File: config.mk
export PLATFORM = sky130hd
export DESIGN_NAME = rcc_reset_cause
export DESIGN_NICKNAME = d
export VERILOG_FILES = /design/src/core/rcc_pkg.sv /design/src/core/rcc_irq_ctrl.sv /design/src/core/rcc_reset_cause.sv /design/src/core/rcc_wake_vector.sv
export SDC_FILE = /design/constraint.sdc
export NUM_CORES = 1
export LEC_CHECK = 0
export BUFFER_PORTS_ARGS = -buffer_cell sky130_fd_sc_hd__clkbuf_2
export CORE_MARGIN = 2
export CORE_UTILIZATION = 38
export CTS_CLUSTER_DIAMETER = 100
export CTS_CLUSTER_SIZE = 28
export DETAILED_ROUTE_END_ITERATION = 12
export HOLD_SLACK_MARGIN = 0.12
export PLACE_DENSITY = 0.85
export SETUP_SLACK_MARGIN = 0.5
export SKIP_LAST_GASP = 1
export SYNTH_ARGS = -nofsm -noshare
export SYNTH_HDL_FRONTEND = slang
export SYNTH_SLANG_ARGS = --single-unit
File: constraint.sdc
create_clock -name mclk -period 1.4 [get_ports mclk]
set_input_delay 0.07 -clock mclk [delete_from_list [all_inputs] [get_ports mclk]]
set_output_delay 0.07 -clock mclk [all_outputs]
set_load 0.03 [all_outputs]
File: src/core/rcc_pkg.sv
// Constants for the reset cause control block
`default_nettype none
package rcc_pkg;
	// ****************************************
	// Bus and register map
	// ****************************************
	localparam int          ADDR_W          = 12;
	localparam int          DATA_W          = 32;
	localparam logic [11:0] OFS_CAUSE_CTRL  = 12'h000;
	localparam logic [11:0] OFS_IRQ_STATUS  = 12'h004;
	localparam logic [11:0] OFS_IRQ_MASK    = 12'h008;
	// ****************************************
	// Reset cause control bit positions
	// ****************************************
	localparam int          BIT_PRIO_EN     = 7;
	localparam int          BIT_SW_BROWNOUT = 6;
	localparam int          BIT_CFG_MISM    = 5;
	localparam int          BIT_RESET_INSTR = 4;
	localparam int          BIT_WDT_TIMEOUT = 3;
	localparam int          BIT_POWER_DOWN  = 2;
	localparam int          BIT_POWER_ON    = 1;
	localparam int          BIT_BROWNOUT    = 0;
	localparam logic [7:0]  CTRL_RESET      = 8'h7c;
	localparam logic [7:0]  CTRL_WR_MASK    = 8'hf3;
	// ****************************************
	// Interrupt status and mask layout
	// ****************************************
	localparam int          IRQ_N           = 6;
	localparam int          IRQ_CFG_MISM    = 0;
	localparam int          IRQ_RESET_INSTR = 1;
	localparam int          IRQ_WDT_TIMEOUT = 2;
	localparam int          IRQ_POWER_DOWN  = 3;
	localparam int          IRQ_BROWNOUT    = 4;
	localparam int          IRQ_WAKE        = 5;
	localparam logic [5:0]  IRQ_MASK_RESET  = 6'h00;
	// ****************************************
	// Interrupt vectors
	// ****************************************
	localparam int          PC_W            = 16;
	localparam logic [15:0] VEC_HIGH        = 16'h0008;
	localparam logic [15:0] VEC_LOW         = 16'h0018;
endpackage
`default_nettype wire

File: src/core/rcc_irq_ctrl.sv
// Sticky event status, mask and level interrupt
`timescale 1ns/1ps
`default_nettype none
module rcc_irq_ctrl
#(
	parameter int N = 6
)
(
	input  wire logic         mclk,
	input  wire logic         resetn,
	input  wire logic [N-1:0] evt,
	input  wire logic         wr_status,
	input  wire logic         wr_mask,
	input  wire logic [N-1:0] wdata,
	output logic      [N-1:0] status_ff,
	output logic      [N-1:0] mask_ff,
	output logic              irq_ff
);
	// ****************************************
	// Sticky status, write one to clear
	// ****************************************
	always_ff @(posedge mclk)
	begin
		if (!resetn)
			status_ff <= '0;
		else if (wr_status)
			status_ff <= (status_ff & ~wdata) | evt;
		else
			status_ff <= status_ff | evt;
	end

	// ****************************************
	// Mask register
	// ****************************************
	always_ff @(posedge mclk)
	begin
		if (!resetn)
			mask_ff <= N'(rcc_pkg::IRQ_MASK_RESET);
		else if (wr_mask)
			mask_ff <= wdata;
	end

	// ****************************************
	// Interrupt level
	// ****************************************
	always_ff @(posedge mclk)
	begin
		if (!resetn)
			irq_ff <= 1'b0;
		else
			irq_ff <= |(status_ff & mask_ff);
	end
endmodule
`default_nettype wire

File: src/core/rcc_reset_cause.sv
// Reset cause control register with APB access
//
// How it works
// - One 8-bit register tells software the last reset or wake cause.
// - Bit 7 enables two interrupt priority levels; zero means legacy mode.
// - Bit 6 is a software brown-out enable, writable, one after power-on.
// - Bit 5 reads one while no configuration mismatch reset happened.
// - Mismatch reset clears bit 5; software writes one to re-arm it.
// - Bit 4 is the reset-instruction flag, writable, one after power-on.
// - Bit 3 is the watchdog time-out flag, read-only, one after power-on.
// - Bit 2 is the power-down flag, read-only, one after power-on.
// - Bit 1 is the power-on flag, writable, zero after power-on.
// - Bit 0 is the brown-out flag, writable, zero after power-on.
// - Enabled interrupt wake loads vector 0008h or 0018h into the PC.
`timescale 1ns/1ps
`default_nettype none
module rcc_reset_cause
(
	input  wire logic        mclk,
	input  wire logic        resetn,
	input  wire logic [11:0] paddr,
	input  wire logic        psel,
	input  wire logic        penable,
	input  wire logic        pwrite,
	input  wire logic [31:0] pwdata,
	output logic      [31:0] prdata_ff,
	output logic             pready_ff,
	output logic             pslverr_ff,
	input  wire logic        cfg_mismatch_evt,
	input  wire logic        reset_instr_evt,
	input  wire logic        wdt_timeout_evt,
	input  wire logic        sleep_evt,
	input  wire logic        wdt_clear_evt,
	input  wire logic        brownout_evt,
	input  wire logic        wake_irq_evt,
	input  wire logic        wake_irq_high,
	input  wire logic        high_priority_global_enable,
	input  wire logic        low_priority_global_enable,
	output logic             priority_level_enable_ff,
	output logic             soft_brownout_enable_ff,
	output logic             config_mismatch_flag_ff,
	output logic             reset_instr_flag_ff,
	output logic             watchdog_timeout_flag_ff,
	output logic             power_down_flag_ff,
	output logic             power_on_flag_ff,
	output logic             brownout_reset_flag_ff,
	output logic             irq_ff,
	output logic      [15:0] vector_ff,
	output logic             vector_load_ff
);
	// ****************************************
	// Declarations
	// ****************************************
	logic                        setup;
	logic                        access;
	logic                        wr_en;
	logic                        hit_ctrl;
	logic                        hit_status;
	logic                        hit_mask;
	logic                        hit_any;
	logic                        wr_ctrl;
	logic                        wr_status;
	logic                        wr_mask;
	logic                        brownout_detect;
	logic [7:0]                  ctrl_value;
	logic [7:0]                  ctrl_wdata;
	logic [rcc_pkg::IRQ_N-1:0]   irq_evt;
	logic [rcc_pkg::IRQ_N-1:0]   irq_status;
	logic [rcc_pkg::IRQ_N-1:0]   irq_mask;
	logic [31:0]                 nxt_prdata;

	// ****************************************
	// APB decode
	// ****************************************
	assign setup      = psel && !penable;
	assign access     = psel && penable && pready_ff;
	assign wr_en      = access && pwrite;
	assign hit_ctrl   = paddr == rcc_pkg::OFS_CAUSE_CTRL;
	assign hit_status = paddr == rcc_pkg::OFS_IRQ_STATUS;
	assign hit_mask   = paddr == rcc_pkg::OFS_IRQ_MASK;
	assign hit_any    = hit_ctrl || hit_status || hit_mask;
	assign wr_ctrl    = wr_en && hit_ctrl;
	assign wr_status  = wr_en && hit_status;
	assign wr_mask    = wr_en && hit_mask;

	// ****************************************
	// Control write image
	// ****************************************
	// read-only bits keep state
	assign ctrl_wdata = (pwdata[7:0] & rcc_pkg::CTRL_WR_MASK)
	                  | (ctrl_value & ~rcc_pkg::CTRL_WR_MASK);

	// ****************************************
	// Ready, one wait-free access cycle
	// ****************************************
	always_ff @(posedge mclk)
	begin
		if (!resetn)
			pready_ff <= 1'b0;
		else
			pready_ff <= setup;
	end

	// ****************************************
	// Error on unmapped address
	// ****************************************
	always_ff @(posedge mclk)
	begin
		if (!resetn)
			pslverr_ff <= 1'b0;
		else
			pslverr_ff <= setup && !hit_any;
	end

	// ****************************************
	// Priority level enable
	// ****************************************
	always_ff @(posedge mclk)
	begin
		if (!resetn)
			priority_level_enable_ff <= rcc_pkg::CTRL_RESET[rcc_pkg::BIT_PRIO_EN];
		else if (wr_ctrl)
			priority_level_enable_ff <= ctrl_wdata[rcc_pkg::BIT_PRIO_EN];
	end

	// ****************************************
	// Software brown-out enable
	// ****************************************
	always_ff @(posedge mclk)
	begin
		if (!resetn)
			soft_brownout_enable_ff <= rcc_pkg::CTRL_RESET[rcc_pkg::BIT_SW_BROWNOUT];
		else if (wr_ctrl)
			soft_brownout_enable_ff <= ctrl_wdata[rcc_pkg::BIT_SW_BROWNOUT];
	end

	// ****************************************
	// Configuration mismatch flag
	// ****************************************
	always_ff @(posedge mclk)
	begin
		if (!resetn)
			config_mismatch_flag_ff <= rcc_pkg::CTRL_RESET[rcc_pkg::BIT_CFG_MISM];
		else if (cfg_mismatch_evt)
			config_mismatch_flag_ff <= 1'b0;
		else if (wr_ctrl)
			config_mismatch_flag_ff <= ctrl_wdata[rcc_pkg::BIT_CFG_MISM];
	end

	// ****************************************
	// Reset instruction flag
	// ****************************************
	always_ff @(posedge mclk)
	begin
		if (!resetn)
			reset_instr_flag_ff <= rcc_pkg::CTRL_RESET[rcc_pkg::BIT_RESET_INSTR];
		else if (reset_instr_evt)
			reset_instr_flag_ff <= 1'b0;
		else if (wr_ctrl)
			reset_instr_flag_ff <= ctrl_wdata[rcc_pkg::BIT_RESET_INSTR];
	end

	// ****************************************
	// Watchdog time-out flag
	// ****************************************
	always_ff @(posedge mclk)
	begin
		if (!resetn)
			watchdog_timeout_flag_ff <= rcc_pkg::CTRL_RESET[rcc_pkg::BIT_WDT_TIMEOUT];
		else if (wdt_timeout_evt)
			watchdog_timeout_flag_ff <= 1'b0;
		else if (wdt_clear_evt)
			watchdog_timeout_flag_ff <= 1'b1;
	end

	// ****************************************
	// Power-down flag
	// ****************************************
	always_ff @(posedge mclk)
	begin
		if (!resetn)
			power_down_flag_ff <= rcc_pkg::CTRL_RESET[rcc_pkg::BIT_POWER_DOWN];
		else if (sleep_evt)
			power_down_flag_ff <= 1'b0;
		else if (wdt_clear_evt)
			power_down_flag_ff <= 1'b1;
	end

	// ****************************************
	// Power-on flag
	// ****************************************
	always_ff @(posedge mclk)
	begin
		if (!resetn)
			power_on_flag_ff <= rcc_pkg::CTRL_RESET[rcc_pkg::BIT_POWER_ON];
		else if (wr_ctrl)
			power_on_flag_ff <= ctrl_wdata[rcc_pkg::BIT_POWER_ON];
	end

	// ****************************************
	// Brown-out flag
	// ****************************************
	assign brownout_detect = brownout_evt && soft_brownout_enable_ff;

	always_ff @(posedge mclk)
	begin
		if (!resetn)
			brownout_reset_flag_ff <= rcc_pkg::CTRL_RESET[rcc_pkg::BIT_BROWNOUT];
		else if (brownout_detect)
			brownout_reset_flag_ff <= 1'b0;
		else if (wr_ctrl)
			brownout_reset_flag_ff <= ctrl_wdata[rcc_pkg::BIT_BROWNOUT];
	end

	// ****************************************
	// Register image
	// ****************************************
	// one byte of cause flags
	assign ctrl_value = {
		priority_level_enable_ff,
		soft_brownout_enable_ff,
		config_mismatch_flag_ff,
		reset_instr_flag_ff,
		watchdog_timeout_flag_ff,
		power_down_flag_ff,
		power_on_flag_ff,
		brownout_reset_flag_ff
	};

	// ****************************************
	// Read data
	// ****************************************
	always_comb
	begin
		nxt_prdata = 32'h0000_0000;
		if (hit_ctrl)
			nxt_prdata[7:0] = ctrl_value;
		else if (hit_status)
			nxt_prdata[rcc_pkg::IRQ_N-1:0] = irq_status;
		else if (hit_mask)
			nxt_prdata[rcc_pkg::IRQ_N-1:0] = irq_mask;
	end

	always_ff @(posedge mclk)
	begin
		if (!resetn)
			prdata_ff <= 32'h0000_0000;
		else if (setup && !pwrite)
			prdata_ff <= nxt_prdata;
	end

	// ****************************************
	// Interrupt events
	// ****************************************
	always_comb
	begin
		irq_evt                           = '0;
		irq_evt[rcc_pkg::IRQ_CFG_MISM]    = cfg_mismatch_evt;
		irq_evt[rcc_pkg::IRQ_RESET_INSTR] = reset_instr_evt;
		irq_evt[rcc_pkg::IRQ_WDT_TIMEOUT] = wdt_timeout_evt;
		irq_evt[rcc_pkg::IRQ_POWER_DOWN]  = sleep_evt;
		irq_evt[rcc_pkg::IRQ_BROWNOUT]    = brownout_detect;
		irq_evt[rcc_pkg::IRQ_WAKE]        = wake_irq_evt;
	end

	rcc_irq_ctrl
	#(
		.N (rcc_pkg::IRQ_N)
	)
	u_irq
	(
		.mclk      (mclk),
		.resetn    (resetn),
		.evt       (irq_evt),
		.wr_status (wr_status),
		.wr_mask   (wr_mask),
		.wdata     (pwdata[rcc_pkg::IRQ_N-1:0]),
		.status_ff (irq_status),
		.mask_ff   (irq_mask),
		.irq_ff    (irq_ff)
	);

	// ****************************************
	// Wake vector
	// ****************************************
	// vector on enabled wake
	rcc_wake_vector
	#(
		.PC_W (rcc_pkg::PC_W)
	)
	u_vec
	(
		.mclk                        (mclk),
		.resetn                      (resetn),
		.wake_irq_evt                (wake_irq_evt),
		.wake_irq_high               (wake_irq_high),
		.prio_en                     (priority_level_enable_ff),
		.high_priority_global_enable (high_priority_global_enable),
		.low_priority_global_enable  (low_priority_global_enable),
		.vector_ff                   (vector_ff),
		.vector_load_ff              (vector_load_ff)
	);

endmodule
`default_nettype wire

File: src/core/rcc_wake_vector.sv
// Interrupt vector selection on wake-up
`timescale 1ns/1ps
`default_nettype none
module rcc_wake_vector
#(
	parameter int PC_W = 16
)
(
	input  wire logic            mclk,
	input  wire logic            resetn,
	input  wire logic            wake_irq_evt,
	input  wire logic            wake_irq_high,
	input  wire logic            prio_en,
	input  wire logic            high_priority_global_enable,
	input  wire logic            low_priority_global_enable,
	output logic      [PC_W-1:0] vector_ff,
	output logic                 vector_load_ff
);
	logic use_high;
	logic take;

	assign use_high = !prio_en || wake_irq_high;
	assign take     = wake_irq_evt && (use_high ? high_priority_global_enable
	                                            : low_priority_global_enable);

	// ****************************************
	// Vector load on enabled wake
	// ****************************************
	always_ff @(posedge mclk)
	begin
		if (!resetn)
		begin
			vector_ff      <= '0;
			vector_load_ff <= 1'b0;
		end
		else
		begin
			vector_load_ff <= take;
			if (take)
				vector_ff <= use_high ? PC_W'(rcc_pkg::VEC_HIGH)
				                      : PC_W'(rcc_pkg::VEC_LOW);
		end
	end
endmodule
`default_nettype wire

After elaboration in Yosys (flattened, before gate mapping):

Index checks and enable logic that the tools add are counted.

* register bits after elaboration: 48
* latch bits: 0
* RAM bits: 0
* bits in read-only memories: 0
* input bits: 59
* output and inout port bits: 60
* logic and storage cells: 64
* memories kept: 0

* $add $sub $neg: 0
* multiply operators: 0
* div/mod/pow operators: 0
* magnitude comparators: 0
* eq/ne operators: 2
* shift operators: 0
* mux-type cells: 14
* bitwise logic cells: 7
* reduce and logical (&&, ||, !) cells: 25

Operators with widths (count)
* 6-bit 2-to-1 mux: 4
* 6-bit bitwise AND: 2
* 12-bit by 3-bit equality test with 1-bit output (second input constant): 1
* 12-bit by 4-bit equality test with 1-bit output (second input constant): 1
* 12-bit zero test: 1
* 6-bit bitwise OR: 2
* 1-bit logical AND: 11
* 1-bit 2-to-1 mux: 8
* 8-bit by 4-bit bitwise OR with 8-bit output: 1
* 2-bit nonzero test: 4
* 6-bit inverter: 1
* 6-bit OR reduction: 1
* 5-bit 2-to-1 mux: 1
* 1-bit zero test: 4
* 1-bit logical OR: 3
* 2-bit 2-to-1 mux: 1
* 2-bit OR reduction: 1
* 1-bit inverter: 1

Longest topological paths before layout:

* depth after elaboration: 6
* mapped depth: 6
* mapped depth without buffers: 4

Cells and area by module:

A second synthesis with hierarchy kept.

* cell total of the unflattened synthesis: 198
* area total of the unflattened synthesis: 1789.2 um^2

By module, submodules not included
* rcc_reset_cause: instances 1, cells an instance 128, area each 1082.3 um^2, sequential area each 360.3 um^2
* rcc_irq_ctrl: instances 1, cells an instance 43, area each 473.0 um^2, sequential area each 260.2 um^2
* rcc_wake_vector: instances 1, cells an instance 27, area each 234.0 um^2, sequential area each 60.1 um^2

Least setup slack after synthesis:

Ideal clock, no wire load.

* path type: register to register
* start: register pready_ff
* end: register brownout_reset_flag_ff
* setup time: 116 ps
* arrival time: 1518 ps
* required time: 1284 ps
* setup slack: -234 ps
* cell stages (with the launch flop): 5
* buffers on the path: 0
* period minus slack after synthesis: 1634 ps
* path through: dfxtp_1 -> nand4_1 -> nor4_4 -> mux2i_1 -> nor3_2

* cells in the longest elaborated chain, start to end: 3

RTL lines
* start, declared: RTL line rcc_reset_cause.sv:27 `output logic pready_ff,`
* start signal, assigned: RTL line rcc_reset_cause.sv:101 `pready_ff <= setup;`
* 1-bit logical AND: RTL line rcc_reset_cause.sv:76 `assign access = psel && penable && pready_ff;`
* 1-bit logical AND: RTL line rcc_reset_cause.sv:77 `assign wr_en = access && pwrite;`
* 1-bit logical AND: RTL line rcc_reset_cause.sv:82 `assign wr_ctrl = wr_en && hit_ctrl;`
* end signal, assigned: RTL line rcc_reset_cause.sv:208 `brownout_reset_flag_ff <= rcc_pkg::CTRL_RESET[rcc_pkg::BIT_BROWNOUT];`
* end signal, assigned: RTL line rcc_reset_cause.sv:212 `brownout_reset_flag_ff <= ctrl_wdata[rcc_pkg::BIT_BROWNOUT];`
* end, declared: RTL line rcc_reset_cause.sv:46 `output logic brownout_reset_flag_ff,`

Every way passes these cells.
A chain may end at the register's enable or synchronous reset.

Worst setup path after layout:

* start: register pready_ff
* end: register u_irq.status_ff[4]

* cells in the longest elaborated chain, start to end: 4

RTL lines
* 1-bit logical AND: RTL line rcc_reset_cause.sv:76
* 1-bit logical AND: RTL line rcc_reset_cause.sv:77
* 1-bit logical AND: RTL line rcc_reset_cause.sv:83 `assign wr_status = wr_en && hit_status;`
* 6-bit 2-to-1 mux: RTL line rcc_irq_ctrl.sv:26 `else if (wr_status)`
* end signal, assigned: RTL line rcc_irq_ctrl.sv:27 `status_ff <= (status_ff & ~wdata) | evt;`
* end signal, assigned: RTL line rcc_irq_ctrl.sv:29 `status_ff <= status_ff | evt;`
* end, declared: RTL line rcc_irq_ctrl.sv:15 `output logic [N-1:0] status_ff,`

Every way passes these cells.

==> impl_metrics.py <==
metrics = {
    "power_and_ir_drop": {
        "power.leakage_nw": 1.23,
        "intPower_mw": 1.56,
        "swShare_pct": 30.9,
        "clkPwrFrac_pct": 33.8,
        "ir_drop_mv": 0.335,
        "combPwrFrac_pct": 21.1,
        "power.density_mw_per_mm2": 814,
        "seq_power_share_pct": 45.1,
        "power.net_switching_mw": 0.695,
    },
    "grt": {
        "grt_usage_pct": 19.8,
        "grt_pass1_wl_um": 8090,
        "grt_max_degree": 17,
        "grt_pass1_vias": 1689,
        "grt_remaining_overflow": 0,
        "antenna_found_initial": 0,
    },
    "worst_setup_path": {
        "crit_slowest_cell": "dfxtp_4",
        "worstSetupStartpointType": "flip-flop",
        "path_buf_inv": 2,
        "cp_top_family": "flip-flops",
        "critPathMostFrequentCell": "buf_6",
        "cp_cell_sequence": "nand4_1 -> buf_6 -> nor4_4 -> buf_6 -> a21boi_1 -> o21a_1",
        "worstPathArrival_ns": 1.56,
        "endpoint_kind": "flip-flop",
        "r2r_start": "pready_ff$_SDFF_PN0_",
        "critPathKind": "flip-flop to flip-flop",
        "cp_max_fo": 6,
        "crit_start": "pready_ff$_SDFF_PN0_",
        "critPathMaxStageDelay_ns": 0.34,
        "cp.required_ns": 1.58,
    },
    "yosys": {
        "synthSimpleGateAreaFrac_pct": 21.2,
        "synth_top_family_by_area": "simple AND/OR/NAND/NOR gates",
        "synth_area_per_cell_um2": 8.75,
        "synthAdderAreaFrac_pct": 0,
        "yosys_warnings": 0,
        "synth_cells": 204,
        "synth_area_leaders": "dfxtp_1 (38%), buf_4 (16%), mux2i_1 (3.9%)",
        "muxShareOfSynthArea_pct": 3.92,
        "synth_ff_type": "dfxtp_1",
        "yosysTopAreaCellShare_pct": 38.1,
        "synth.most_common_cell": "buf_4",
        "synth_seq_cells": 34,
        "synth_compound_area_share_pct": 18.2,
        "synth_edf_count": 0,
        "synthArstFlopShare_pct": 0,
        "yosysUniqueCellTypes": 36,
        "synth-seq-area-share_pct": 38.1,
        "syn_area_mm2": 0.00179,
        "yosys.area_share.xor_xnor_pct": 0,
        "synthTopCellsByCount": "buf_4 (38), dfxtp_1 (34), nor2_1 (17)",
        "yosys.area.top_type": "dfxtp_1",
    },
    "die": {
        "start_util_pct": 40.2,
        "die-height_um": 72.5,
        "coreArea_mm2": 0.00444,
        "die-area_mm2": 0.00526,
        "io_pins": 119,
        "die_w_um": 72.5,
        "num_rows": 24,
    },
    "finish": {
        "multi_input_area_mm2": 0.00107,
        "final_core_util_pct": 62.2,
        "n_antenna_cell": 0,
        "syn_to_final_growth_pct": 54.9,
        "fill_cells": 335,
        "drive_gt1_share_pct": 42.8,
        "fin_cells": 358,
        "seqCellArea_um2": 703,
        "final_nets": 364,
        "stdcell_area_mm2": 0.00277,
    },
    "clocking": {
        "cts-buffers-inserted": 5,
        "htreeDepth": 2,
        "cts_tree": "yes",
        "cts.clk_slew.worst_paths_ns": 0.07,
        "clockRootBuffer": "clkbuf_8",
        "insertion_delay_ns": 0.29,
        "clock_path_buffers": 2,
        "clkSinkCount": 34,
    },
    "placement": {
        "place_ws_ns": -0.222,
        "dp_cells": 327,
        "place_congestion": 0.859,
        "place_hpwl_um": 3520,
        "io_buffers": 56,
        "placed_area_mm2": 0.00217,
    },
    "sta": {
        "fmax_mhz": 721,
        "fin_ws_ns": 0.0132,
        "whs_ns": 0.130,
        "slew_viol_final": 0,
        "final_hold_viol_count": 0,
        "rsz0062_at_grt": "yes",
        "fin_worst_skew_ns": 0.00613,
        "finalCritPeriodShare_pct": 99.1,
        "period_needed_ns": 1.39,
        "setup_viol": 0,
    },
    "routing": {
        "viasPerCell": 5.30,
        "ant_nets": 0,
        "drt-wirelength-per-cell_um": 17.6,
        "drc": 0,
        "routed_wirelength_um": 6310,
        "drtIter0Drc": 235,
        "vias": 1898,
        "dr.pass1.iters": 4,
    },
    "hold_path": {
        "hold_path_class": "primary input to flip-flop",
        "worstHoldStart": "psel",
    },
    "flow_run": {
        "drv_cap": 0,
    },
    "outcome": {
        "status": "finished, final reports clean",
    },
}
[per-stage QoR]
step,power (mW),TNS [ns]
global placement,1.40,-1.64
detailed placement,1.41,-2.05
floorplan,1.35,-0.584
global route,2.32,-0.0464
finish,2.25,0
CTS,2.19,0
[layer usage]
| layer | track usage (%) | wire [µm] | vias to the layer above | share of wire (%) |
|---|---|---|---|---|
| met5 | 0 | 0 | - | 0 |
| met4 | 9.88 | 255 | 0 | 4.0 |
| met3 | 4.72 | 507 | 25 | 8.0 |
| met2 | 34.2 | 3280 | 123 | 52 |
| met1 | 22.7 | 2270 | 905 | 36 |
| li1 | - | - | 845 | - |
[worst min-delay path, delay by kind of cell]
kind | cells | cell delay, ns
simple gates | 1 | 0.14
compound gates | 1 | 0.06
buf+inv | 1 | 0.10
[cell usage in the layout, fill, tap and decap left out, types with 6 or more instances in the layout]
master / n
o21ai_2: 6
conb_1: 38
buf_6: 15
o22ai_1: 6
mux2i_1: 6
o21a_1: 6
nand2_1: 12
dlygate4sd3_1: 18
inv_1: 6
dfxtp_1: 24
clkbuf_2: 31
nor2_1: 12
dfxtp_2: 6
clkbuf_8: 13
buf_4: 22
nand3_1: 6
[flip-flops by register name (all words and copies together), names as in the netlist]
register                  cells
u_irq.mask_ff                 6
reset_instr_flag_ff           1
power_on_flag_ff              1
priority_level_enable_ff      1
prdata_ff                     8
power_down_flag_ff            1
pslverr_ff                    1
u_vec.vector_ff               2
brownout_reset_flag_ff        1
watchdog_timeout_flag_ff      1
soft_brownout_enable_ff       1
pready_ff                     1
config_mismatch_flag_ff       1
u_irq.irq_ff                  1
u_irq.status_ff               6
u_vec.vector_load_ff          1
[power by group through the flow]
stage / logic, mW / clock network, mW / registers [mW]
finish: 0.475 / 0.761 / 1.02
floorplan: 0.300 / 0 / 1.05
global placement: 0.369 / 0 / 1.03
CTS: 0.431 / 0.752 / 1.01
global route: 0.497 / 0.803 / 1.02
detailed placement: 0.376 / 0 / 1.03
[worst paths after layout]
path                            cells after the start                            end  slack [ns]
worst max-delay path                                6  u_irq.status_ff[4]$_SDFF_PN0_        0.01
worst min-delay path                                3          pslverr_ff$_SDFF_PN0_        0.13
worst max register to register                      6  u_irq.status_ff[4]$_SDFF_PN0_        0.01
worst min register to register                      2      prdata_ff[1]$_SDFFE_PN0P_        0.45
[layout make-up]
cell class	count	share of cell area [%]
multi-input cells	158	38.9
repair buffers	100	29.2
flip-flops and latches	34	25.4
clock buffers	7	3.12
well taps	52	2.35
inverters	6	0.814
clock inverters	1	0.181
[what timing repair did]
item	in CTS	in global routing
pin swaps	6	12
cloned	0	0
endpoints found under the hold margin	20	0
gates resized for setup	39	61
buffers inserted	1	4
hold buffers	18	0
setup endpoints to repair	39	47
[cell families (layout without fill, tap and decap cells)]
group,Yosys count,after routing
other,1,38
multiplexers,7,7
AO/OA/AOI/OAI,50,50
buffers and inverters,49,114
flip-flops,34,34
AND/OR/NAND/NOR,63,63
(Power assumes the default switching activity.)
